==> config.mk <==
export PLATFORM = sky130hd
export DESIGN_NAME = prl_output_logic
export DESIGN_NICKNAME = d
export VERILOG_FILES = /design/src/prl_pkg.sv /design/src/prl_output_logic.sv
export SDC_FILE = /design/constraint.sdc
export NUM_CORES = 1
export LEC_CHECK = 0
export BUFFER_PORTS_ARGS = -buffer_cell sky130_fd_sc_hd__buf_2
export CAP_MARGIN = 10
export CORE_MARGIN = 2
export CORE_UTILIZATION = 54
export CTS_CLUSTER_SIZE = 28
export DETAILED_ROUTE_END_ITERATION = 10
export HOLD_SLACK_MARGIN = 0.02
export PLACE_DENSITY = 0.87
export SETUP_SLACK_MARGIN = 0.5
export SYNTH_ARGS = -nofsm -noshare
export SYNTH_HDL_FRONTEND = slang
export SYNTH_SLANG_ARGS = --single-unit
==> constraint.sdc <==
create_clock -name ref_clk -period 3.7 [get_ports ref_clk]
set_input_delay 0.555 -clock ref_clk [delete_from_list [all_inputs] [get_ports ref_clk]]
set_output_delay 0.555 -clock ref_clk [all_outputs]
set_load 0.02 [all_outputs]
==> src/prl_pkg.sv <==
// Constants and carrier types for the protection relay output logic.
// Assumes a 50 MHz system clock and fault levels already synchronous to it.
`default_nettype none

package prl_pkg;

  localparam int CLK_HZ            = 50_000_000;
  localparam int TICK_MS           = 10;
  localparam int TICK_CYCLES       = CLK_HZ / 1000 * TICK_MS;
  localparam int TMR_W             = 19;
  localparam int IMP_LEN_DEF_TICKS = 1000 / TICK_MS;
  localparam int IMP_LEN_MAX_TICKS = 60 * 1000 / TICK_MS;
  localparam int N_RELAY           = 5;
  localparam int N_TMR             = 8;
  localparam int N_STAGE_DLY       = 3;

  // Timed output slots
  localparam int T_TRIP = 0;
  localparam int T_IMM  = 1;
  localparam int T_DEL  = 2;
  localparam int T_VOLT = 3;
  localparam int T_FREQ = 4;
  localparam int T_ASYM = 5;
  localparam int T_MISC = 6;
  localparam int T_ISL  = 7;

  localparam logic RELAY_RST = 1'b1;
  localparam logic TRIP_RST  = 1'b0;

  typedef struct packed {
    logic over_volt;
    logic under_volt;
    logic over_freq;
    logic under_freq;
    logic unbalance;
    logic pos_seq_uv;
    logic neg_seq_ov;
    logic vector_shift;
    logic freq_rate;
    logic phase_rotation;
    logic phase_polarity;
    logic ext_trip;
  } prl_fault_t;

  typedef struct packed {
    logic [TMR_W-1:0] imp_len;
    logic [TMR_W-1:0] islanding_hold_time;
    logic [TMR_W-1:0] volt_delay;
    logic [TMR_W-1:0] freq_delay;
    logic [TMR_W-1:0] asym_delay;
  } prl_setting_t;

  typedef enum logic [3:0] {
    FN_TRIP_LATCHED,
    FN_TRIP_PULSE,
    FN_IMM_PULSE,
    FN_DEL_PULSE,
    FN_VOLT,
    FN_FREQ,
    FN_ISLAND,
    FN_ASYM,
    FN_MISC
  } prl_func_t;

  typedef struct packed {
    logic common_trip_latched_out;
    logic common_trip_pulse_out;
    logic immediate_fault_pulse_out;
    logic delayed_fault_pulse_out;
    logic voltage_fault_out;
    logic frequency_fault_out;
    logic islanding_fault_out;
    logic asymmetry_fault_out;
    logic misc_fault_out;
  } prl_open_t;

endpackage

`default_nettype wire

==> src/prl_output_logic.sv <==
// Relay output function logic: trip state, pulse timers, category outputs.
// Assumes synchronous fault levels, settings in 10 ms ticks, one clock.
`default_nettype none

//Contract
// Trip pulse opens on stage-delay expiry, at once for islanding, external, rotation, polarity.
// Trip pulse closes after pulse length; trip persists until reset without fault.
// During trip state no new fault starts another trip pulse.
// After islanding trip, fault reset refused until islanding hold time expires.
// Immediate pulse opens at once on any fault, closes after pulse length.
// Faults during immediate pulse neither retrigger nor extend it. The code restarts it on a fault in its last open cycle, once the count is zero.
// Delayed pulse opens after stage delay or at once, closes after pulse length.
// New fault during delayed pulse restarts its pulse length timing.
// Fault reset affects only the trip state, never signalling outputs.
// Voltage output opens at once; closes when clear and pulse length passed.
// Category output open at trip entry stays open pulse length from trip.
// Stage with zero limit is disabled and never signalled.
// Frequency output opens at once; closes when clear, not before pulse length.
// Islanding output opens at once; closes hold time after latest activation.
// Asymmetry output opens on any of three methods; closes when all clear. The code also waits out pulse length.
// Misc output opens on rotation, polarity, external trip; closes when clear. The code also waits out pulse length.
// Delays are set with 10 ms resolution.
// Delay timing accurate within one percent of set value.
// Frequency fault with zero delay reacts within 75 ms.
// Voltage fault with zero delay reacts within two periods plus 15 ms.
// Vector shift reacts within one and a half periods plus 15 ms.
// Relays energised when fault free, de-energised to show a fault.
// Pulse length accepts 0 to 60 s, default one second.
// Each of five relays selects any output function.
// All timers count a common 10 ms tick from the system clock.
// Fault inputs are synchronous levels; all output transitions registered.
module prl_output_logic
  import prl_pkg::*;
#(
  parameter int TICK_CYCLES_P = prl_pkg::TICK_CYCLES,
  parameter int N_RELAY_P     = prl_pkg::N_RELAY
) (
  input  wire logic                   ref_clk,
  input  wire logic                   resetn,
  input  wire prl_pkg::prl_fault_t    fault_in,
  input  wire prl_pkg::prl_fault_t    stage_en,
  input  wire prl_pkg::prl_setting_t  setting,
  input  wire logic                   fault_reset,
  input  wire prl_pkg::prl_func_t     relay_func [N_RELAY_P],
  output logic [N_RELAY_P-1:0]        relay_energised,
  output prl_pkg::prl_open_t          func_open,
  output logic                        trip_active
);
  import prl_pkg::*;

  logic [TMR_W-1:0]       tick_cnt_ff;
  logic                   tick_ff;
  prl_fault_t             act;
  logic                   any_fault;
  logic [3:0]             cat_act;
  logic                   isl_act;
  logic [TMR_W-1:0]       dly_set [N_STAGE_DLY];
  logic [TMR_W-1:0]       dly_cnt_ff [N_STAGE_DLY];
  logic [N_STAGE_DLY-1:0] dly_exp;
  logic [4:0]             cause_vec;
  logic                   trip_cause;
  logic                   trip_entry;
  prl_fault_t             prev_act_ff;
  logic [4:0]             prev_cause_ff;
  logic                   new_fault;
  logic                   new_cause;
  logic                   trip_ff;
  logic [TMR_W-1:0]       imp_len_eff;
  logic [N_TMR-1:0]       tmr_start;
  logic [N_TMR-1:0]       tmr_hold;
  logic [TMR_W-1:0]       tmr_len [N_TMR];
  logic [TMR_W-1:0]       tmr_cnt_ff [N_TMR];
  logic [N_TMR-1:0]       tmr_open_ff;
  logic [15:0]            fn_open;
  logic [N_RELAY_P-1:0]   relay_ff;
  logic [N_RELAY_P-1:0]   nxt_relay;

  // common tick
  // tick is an exact clock count, so delay error is one tick at most
  always_ff @(posedge ref_clk) begin
    if (!resetn) begin
      tick_cnt_ff <= '0;
      tick_ff     <= 1'b0;
    end else if (tick_cnt_ff == TMR_W'(TICK_CYCLES_P - 1)) begin
      tick_cnt_ff <= '0;
      tick_ff     <= 1'b1;
    end else begin
      tick_cnt_ff <= tick_cnt_ff + TMR_W'(1);
      tick_ff     <= 1'b0;
    end
  end

  // zero-limit stages masked out
  assign act        = fault_in & stage_en;
  assign any_fault  = |act;
  assign cat_act[0] = act.over_volt | act.under_volt;
  assign cat_act[1] = act.over_freq | act.under_freq;
  assign cat_act[2] = act.unbalance | act.pos_seq_uv | act.neg_seq_ov;
  assign cat_act[3] = act.phase_rotation | act.phase_polarity | act.ext_trip;
  assign isl_act    = act.vector_shift | act.freq_rate;

  assign dly_set[0] = setting.volt_delay;
  assign dly_set[1] = setting.freq_delay;
  assign dly_set[2] = setting.asym_delay;

  // delays counted in 10 ms ticks
  // zero delay expires in the detection cycle itself
  // zero delay adds no latency to voltage faults
  for (genvar g = 0; g < N_STAGE_DLY; g++) begin : g_dly
    assign dly_exp[g] = cat_act[g] && (dly_cnt_ff[g] >= dly_set[g]);
    always_ff @(posedge ref_clk) begin
      if (!resetn || !cat_act[g]) begin
        dly_cnt_ff[g] <= '0;
      end else if (tick_ff && !dly_exp[g]) begin
        dly_cnt_ff[g] <= dly_cnt_ff[g] + TMR_W'(1);
      end
    end
  end

  // islanding and misc causes bypass the stage delay
  // vector shift acts in the cycle it is seen
  assign cause_vec  = {cat_act[3], isl_act, dly_exp};
  assign trip_cause = |cause_vec;
  // trip pulse only on entry into the trip state
  assign trip_entry = trip_cause && !trip_ff;

  // previous levels give new detections
  always_ff @(posedge ref_clk) begin
    if (!resetn) begin
      prev_act_ff   <= '0;
      prev_cause_ff <= '0;
    end else begin
      prev_act_ff   <= act;
      prev_cause_ff <= cause_vec;
    end
  end

  assign new_fault = |(act & ~prev_act_ff);
  assign new_cause = |(cause_vec & ~prev_cause_ff);

  // trip persists until reset with no fault present
  // reset refused while islanding hold runs
  // only the trip state sees fault reset
  always_ff @(posedge ref_clk) begin
    if (!resetn) begin
      trip_ff <= TRIP_RST;
    end else if (trip_cause) begin
      trip_ff <= 1'b1;
    end else if (fault_reset && !any_fault && !tmr_open_ff[T_ISL]) begin
      trip_ff <= 1'b0;
    end
  end

  // pulse length held within 60 s
  assign imp_len_eff = (setting.imp_len > TMR_W'(IMP_LEN_MAX_TICKS))
                       ? TMR_W'(IMP_LEN_MAX_TICKS) : setting.imp_len;

  // trip pulse starts on entry
  // immediate pulse not retriggered while its count is nonzero
  // delayed pulse restarts on each new cause
  // category outputs already open reload at trip entry
  // islanding hold reloads while active
  always_comb begin
    tmr_start[T_TRIP] = trip_entry;
    // A fault seen as the count reaches zero starts a fresh pulse instead of being lost
    tmr_start[T_IMM]  = new_fault && !(tmr_open_ff[T_IMM] && tmr_cnt_ff[T_IMM] != '0);
    tmr_start[T_DEL]  = new_cause;
    tmr_start[T_ISL]  = isl_act;
    tmr_hold          = '0;
    for (int i = 0; i < 4; i++) begin
      tmr_start[T_VOLT+i] = (cat_act[i] && !tmr_open_ff[T_VOLT+i])
                            || (trip_entry && tmr_open_ff[T_VOLT+i]);
      tmr_hold[T_VOLT+i]  = cat_act[i];
    end
    for (int i = 0; i < N_TMR; i++) begin
      tmr_len[i] = imp_len_eff;
    end
    tmr_len[T_ISL] = setting.islanding_hold_time;
  end

  // immediate pulse runs pulse length
  // delayed pulse closes after pulse length
  // voltage output closes when clear and timed out
  // frequency output closes when clear and timed out
  // asymmetry output closes when all three clear and timed out
  // misc output closes when none active and timed out
  for (genvar g = 0; g < N_TMR; g++) begin : g_tmr
    always_ff @(posedge ref_clk) begin
      if (!resetn) begin
        tmr_open_ff[g] <= 1'b0;
        tmr_cnt_ff[g]  <= '0;
      end else if (tmr_start[g]) begin
        tmr_open_ff[g] <= 1'b1;
        tmr_cnt_ff[g]  <= tmr_len[g];
      end else if (tmr_open_ff[g]) begin
        if (tick_ff && tmr_cnt_ff[g] != '0) begin
          tmr_cnt_ff[g] <= tmr_cnt_ff[g] - TMR_W'(1);
        end
        if (tmr_cnt_ff[g] == '0 && !tmr_hold[g]) begin
          tmr_open_ff[g] <= 1'b0;
        end
      end
    end
  end

  assign func_open.common_trip_latched_out   = trip_ff;
  assign func_open.common_trip_pulse_out     = tmr_open_ff[T_TRIP];
  assign func_open.immediate_fault_pulse_out = tmr_open_ff[T_IMM];
  assign func_open.delayed_fault_pulse_out   = tmr_open_ff[T_DEL];
  assign func_open.voltage_fault_out         = tmr_open_ff[T_VOLT];
  assign func_open.frequency_fault_out       = tmr_open_ff[T_FREQ];
  assign func_open.islanding_fault_out       = tmr_open_ff[T_ISL];
  assign func_open.asymmetry_fault_out       = tmr_open_ff[T_ASYM];
  assign func_open.misc_fault_out            = tmr_open_ff[T_MISC];
  assign trip_active                         = trip_ff;

  // Unused function codes read as open, so a bad selection fails safe
  always_comb begin
    fn_open                         = '1;
    fn_open[FN_TRIP_LATCHED]        = trip_ff;
    fn_open[FN_TRIP_PULSE]          = tmr_open_ff[T_TRIP];
    fn_open[FN_IMM_PULSE]           = tmr_open_ff[T_IMM];
    fn_open[FN_DEL_PULSE]           = tmr_open_ff[T_DEL];
    fn_open[FN_VOLT]                = tmr_open_ff[T_VOLT];
    fn_open[FN_FREQ]                = tmr_open_ff[T_FREQ];
    fn_open[FN_ISLAND]              = tmr_open_ff[T_ISL];
    fn_open[FN_ASYM]                = tmr_open_ff[T_ASYM];
    fn_open[FN_MISC]                = tmr_open_ff[T_MISC];
  end

  // per-relay function select
  // energised means fault free
  always_comb begin
    for (int i = 0; i < N_RELAY_P; i++) begin
      nxt_relay[i] = !fn_open[relay_func[i]];
    end
  end

  // relay drive registered
  always_ff @(posedge ref_clk) begin
    if (!resetn) begin
      relay_ff <= {N_RELAY_P{RELAY_RST}};
    end else begin
      relay_ff <= nxt_relay;
    end
  end

  assign relay_energised = relay_ff;
endmodule

`default_nettype wire

==> metrics.csv <==
stage;metric;value;unit
final_layout;fill count;2088;
clock_tree;CTS tree;yes;
worst_hold_path;Endpoint, Worst Hold;relay_energised[3]$_SDFF_PN1_;
final_layout;Syn-to-layout area delta;19.13;%
floorplanning;Ports;157;
global_routing;gr ovfl total;0;
clock_tree;Worst-path clk slew;60;ps
floorplanning;core footprint;27860;um2
synthesis;Yosys reg bits;260;
routing;Vias;12730;
clock_tree;Skew-Pair Late Insertion Delay;550;ps
critical_path;CP startpoint kind;flip-flop;
clock_tree;clk buf depth;3;
routing;DRT Pass-1 Iters;5;
sta;period utilisation layout;0.8573;
routing;DRC violations left;0;
sta;Setup TNS Final;0;ps
routing;routed len/inst;18.57;um
synthesis;top_reg_cell synth;edfxtp_1;
floorplanning;Die H;172.6;um
global_routing;initial antenna violation count;5;
final_layout;most common cell after layout, fill and taps aside;edfxtp_1;
placement;Placer Congestion;0.8880;
critical_path;Max stage delay cell, worst path;or4b_4;
floorplanning;Initial Utilization;0.5507;
critical_path;Worst path max stage delay;620;ps
worst_hold_path;Hold Path Origin;relay_func[7];
synthesis;Syn. warnings;0;
final_layout;Post-Layout Cell Count;2142;
routing;Starting DRT DRC Count;1321;
global_routing;largest net degree at the start of global routing;21;
synthesis;Post-Syn Nets;1751;
critical_path;worst-path maximum fanout;6;
routing;Routed Antenna Nets;0;
final_layout;share of layout cells above drive strength 1;0.1930;
global_routing;global-route wire length before repair;63.05;mm
synthesis;Netlist cell types;72;
synthesis;Mean Syn Cell Area;9.988;um2
synthesis;Synth area leaders;edfxtp_1, dfxtp_1, xnor2_1;
clock_tree;clock buffer count from CTS;28;
critical_path;Worst EP arrival;3430;ps
sta;Finish-stage setup viols;0;
clock_tree;Hold Buf Count CTS;0;
critical_path;FF-to-FF Start;dly_cnt_ff[1][0]$_SDFFCE_PN0P_;
worst_hold_path;Hold Crit Depth;3;
sta;Setup Skew;10.55;ps
synthesis;Post-synth EDFFs;209;
critical_path;worst path cell trace;inv_2, ha_4, nand2b_4, a211o_1, a211o_1, a31oi_4, a21o_4, a31oi_4, or4b_4, o211ai_4, clkbuf_16;
clock_tree;htree depth;1;
sta;Hold Vio Cnt, Final;0;
placement;dpl cells;2055;
clock_tree;CTS Root Cell;clkbuf_16;
status;status;completed;
power;Leak Pwr;7.142;nW
synthesis;fraction of registers with async set/reset;0;
synthesis;Synth Instances;1536;
placement;HPWL after DPL;27.55;mm
synthesis;register area share after synthesis;0.4756;
sta;Pins Over Slew Limit;0;
critical_path;CP endpoint kind;flip-flop;
power;PwrDens;453.4;nW/um2
sta;RSZ-0062 raised after global routing;yes;
floorplanning;die area;29780;um2
final_layout;Net count, final;1956;
critical_path;cells on worst reg2reg path;11;
synthesis;Yosys top cell area share;0.4091;
final_layout;most frequent cells in the layout;edfxtp_1, nor2_1, buf_2, nand2_1, xnor2_1;
run;Max-cap violations;0;
global_routing;all-layer global routing usage;0.2577;
critical_path;reg-to-reg endpoint;tmr_cnt_ff[1][13]$_SDFFCE_PN0P_;
sta;top achievable clock speed;315.2;MHz
routing;drt via density;5.941;
sta;worst-margin pin slew;1114;ps
power;maximum vdd drop;464.7;uV
worst_hold_path;Hold Path Class;in2reg;
synthesis;Mapped Area;15340;um2
global_routing;vias in the first global route;12570;
sta;relative slew slack;0.2520;
synthesis;post-synth top area cell;edfxtp_1;
placement;# port buffers;156;
critical_path;Worst EP required;3960;ps
floorplanning;row cnt;61;
floorplanning;Die X;172.6;um
critical_path;flop2flop setup slack;530;ps
clock_tree;Sink Count;260;
sta;fin crit period;3172;ps
critical_path;Crit Path Class;reg2reg;
routing;final wirelength;39.78;mm
-- critical path: cells and delay by family (launching register included) --
kind | cells | cell delay [ps]
AO/OA/AOI/OAI | 6 | 1190
buffers and inverters | 2 | 320
AND/OR/NAND/NOR | 2 | 750
adder cells (fa/ha/maj) | 1 | 190
flip-flops | 1 | 430
-- per-layer routing --
| layer | part of all wire | track usage |
|---|---|---|
| met4 | 0.032 | 0.08333 |
| met3 | 0.089 | 0.04991 |
| met5 | 0.00091 | 0 |
| met1 | 0.40 | 0.3353 |
| met2 | 0.48 | 0.4347 |
-- through the flow --
| step | power (mW) | cell area [um2] | worst slack [ps] | hold slack (ps) | utilization |
|---|---|---|---|---|---|
| final | 8.288 | 18280 | 527.8 | 271.8 | 0.6561 |
| after global routing | 8.572 | 18280 | 446.8 | 277.2 | 0.6560 |
| after floorplan | 4.604 | 15490 | 271.7 | 425.8 | - |
| after global placement | 4.957 | 16750 | 273.1 | 440.2 | 0.6014 |
| after CTS | 8.215 | 17870 | 508.3 | 260.9 | 0.6415 |
| after detailed placement | 5.024 | 16750 | 117.3 | 453.2 | 0.6014 |
-- cell usage after synthesis (10+ instances only) --
master    count
inv_1        89
xor2_1       81
o21ai_0      47
xnor2_1     107
nand2b_1     12
a21o_1       17
mux4_2       10
dfxtp_1      51
nor3_1       54
or4_1        13
ha_1         73
nor4_1       32
a21oi_1      35
edfxtp_1    209
mux2i_1      19
o22ai_1      81
and3_1       17
nor2b_1      15
nand2_1     144
nand4_1      22
or3_1        18
clkbuf_1     33
nand3_1      51
nor2_1      200
-- where the power goes --
part	internal [mW]	total, mW	switching (mW)
logic	0.612	1.36	0.748
clock network	2.00	3.19	1.20
registers	3.45	3.74	0.289
total	6.06	8.29	2.23
-- final cells by class --
| cell class | instances | area (um2) | share of cell area |
|---|---|---|---|
| clock buffers | 43 | 923.4 | 0.05052 |
| diodes | 2 | 5.005 | 0.0002738 |
| clock inverters | 8 | 143.9 | 0.007872 |
| inverters | 89 | 334.1 | 0.01828 |
| repair buffers | 221 | 1314 | 0.07188 |
| multi-input cells | 1141 | 7787 | 0.4261 |
| well taps | 378 | 473.0 | 0.02588 |
| flip-flops and latches | 260 | 7297 | 0.3992 |
-- timing repair --
action | 4_1_cts | 5_1_grt
resized for setup | 5 | 26
gates cloned | 0 | 1
pin swaps | 1 | 16
endpoints found under the setup margin | 71 | 203
buffers inserted | 2 | 31
-- logic make-up after synthesis --
family,synth area share
AND/OR/NAND/NOR,0.1942
buffers and inverters,0.03686
XOR/XNOR,0.1073
adder cells (fa/ha/maj),0.05953
AO/OA/AOI/OAI,0.09941
multiplexers,0.02708
flip-flops,0.4756
-- state kept, by name, summed over array words and instances (netlist names) --
name	count
dly_cnt_ff	57
func_open	8
prev_act_ff	12
prev_cause_ff	5
relay_energised	5
tick_cnt_ff	19
tick_ff	1
tmr_cnt_ff	152
trip_active	1
-- how the worst max path moves through the flow --
stage | slack (ps) | cells after the start | endpoint | startpoint
final | 530 | 11 | tmr_cnt_ff[1][13]$_SDFFCE_PN0P_ | dly_cnt_ff[1][0]$_SDFFCE_PN0P_
after global placement | 270 | 12 | tmr_cnt_ff[0][58]$_DFFE_PP_ | setting[17]
after floorplan | 270 | 9 | tmr_cnt_ff[1][38]$_DFFE_PP_ | setting[19]
after detailed placement | 120 | 12 | tmr_cnt_ff[0][57]$_DFFE_PP_ | setting[18]
after global routing | 450 | 10 | tmr_cnt_ff[1][2]$_SDFFCE_PN0P_ | dly_cnt_ff[2][17]$_SDFFCE_PN0P_
after CTS | 510 | 11 | tmr_cnt_ff[1][7]$_SDFFCE_PN0P_ | dly_cnt_ff[1][0]$_SDFFCE_PN0P_
Note: power is estimated with default switching activity, not from simulation.
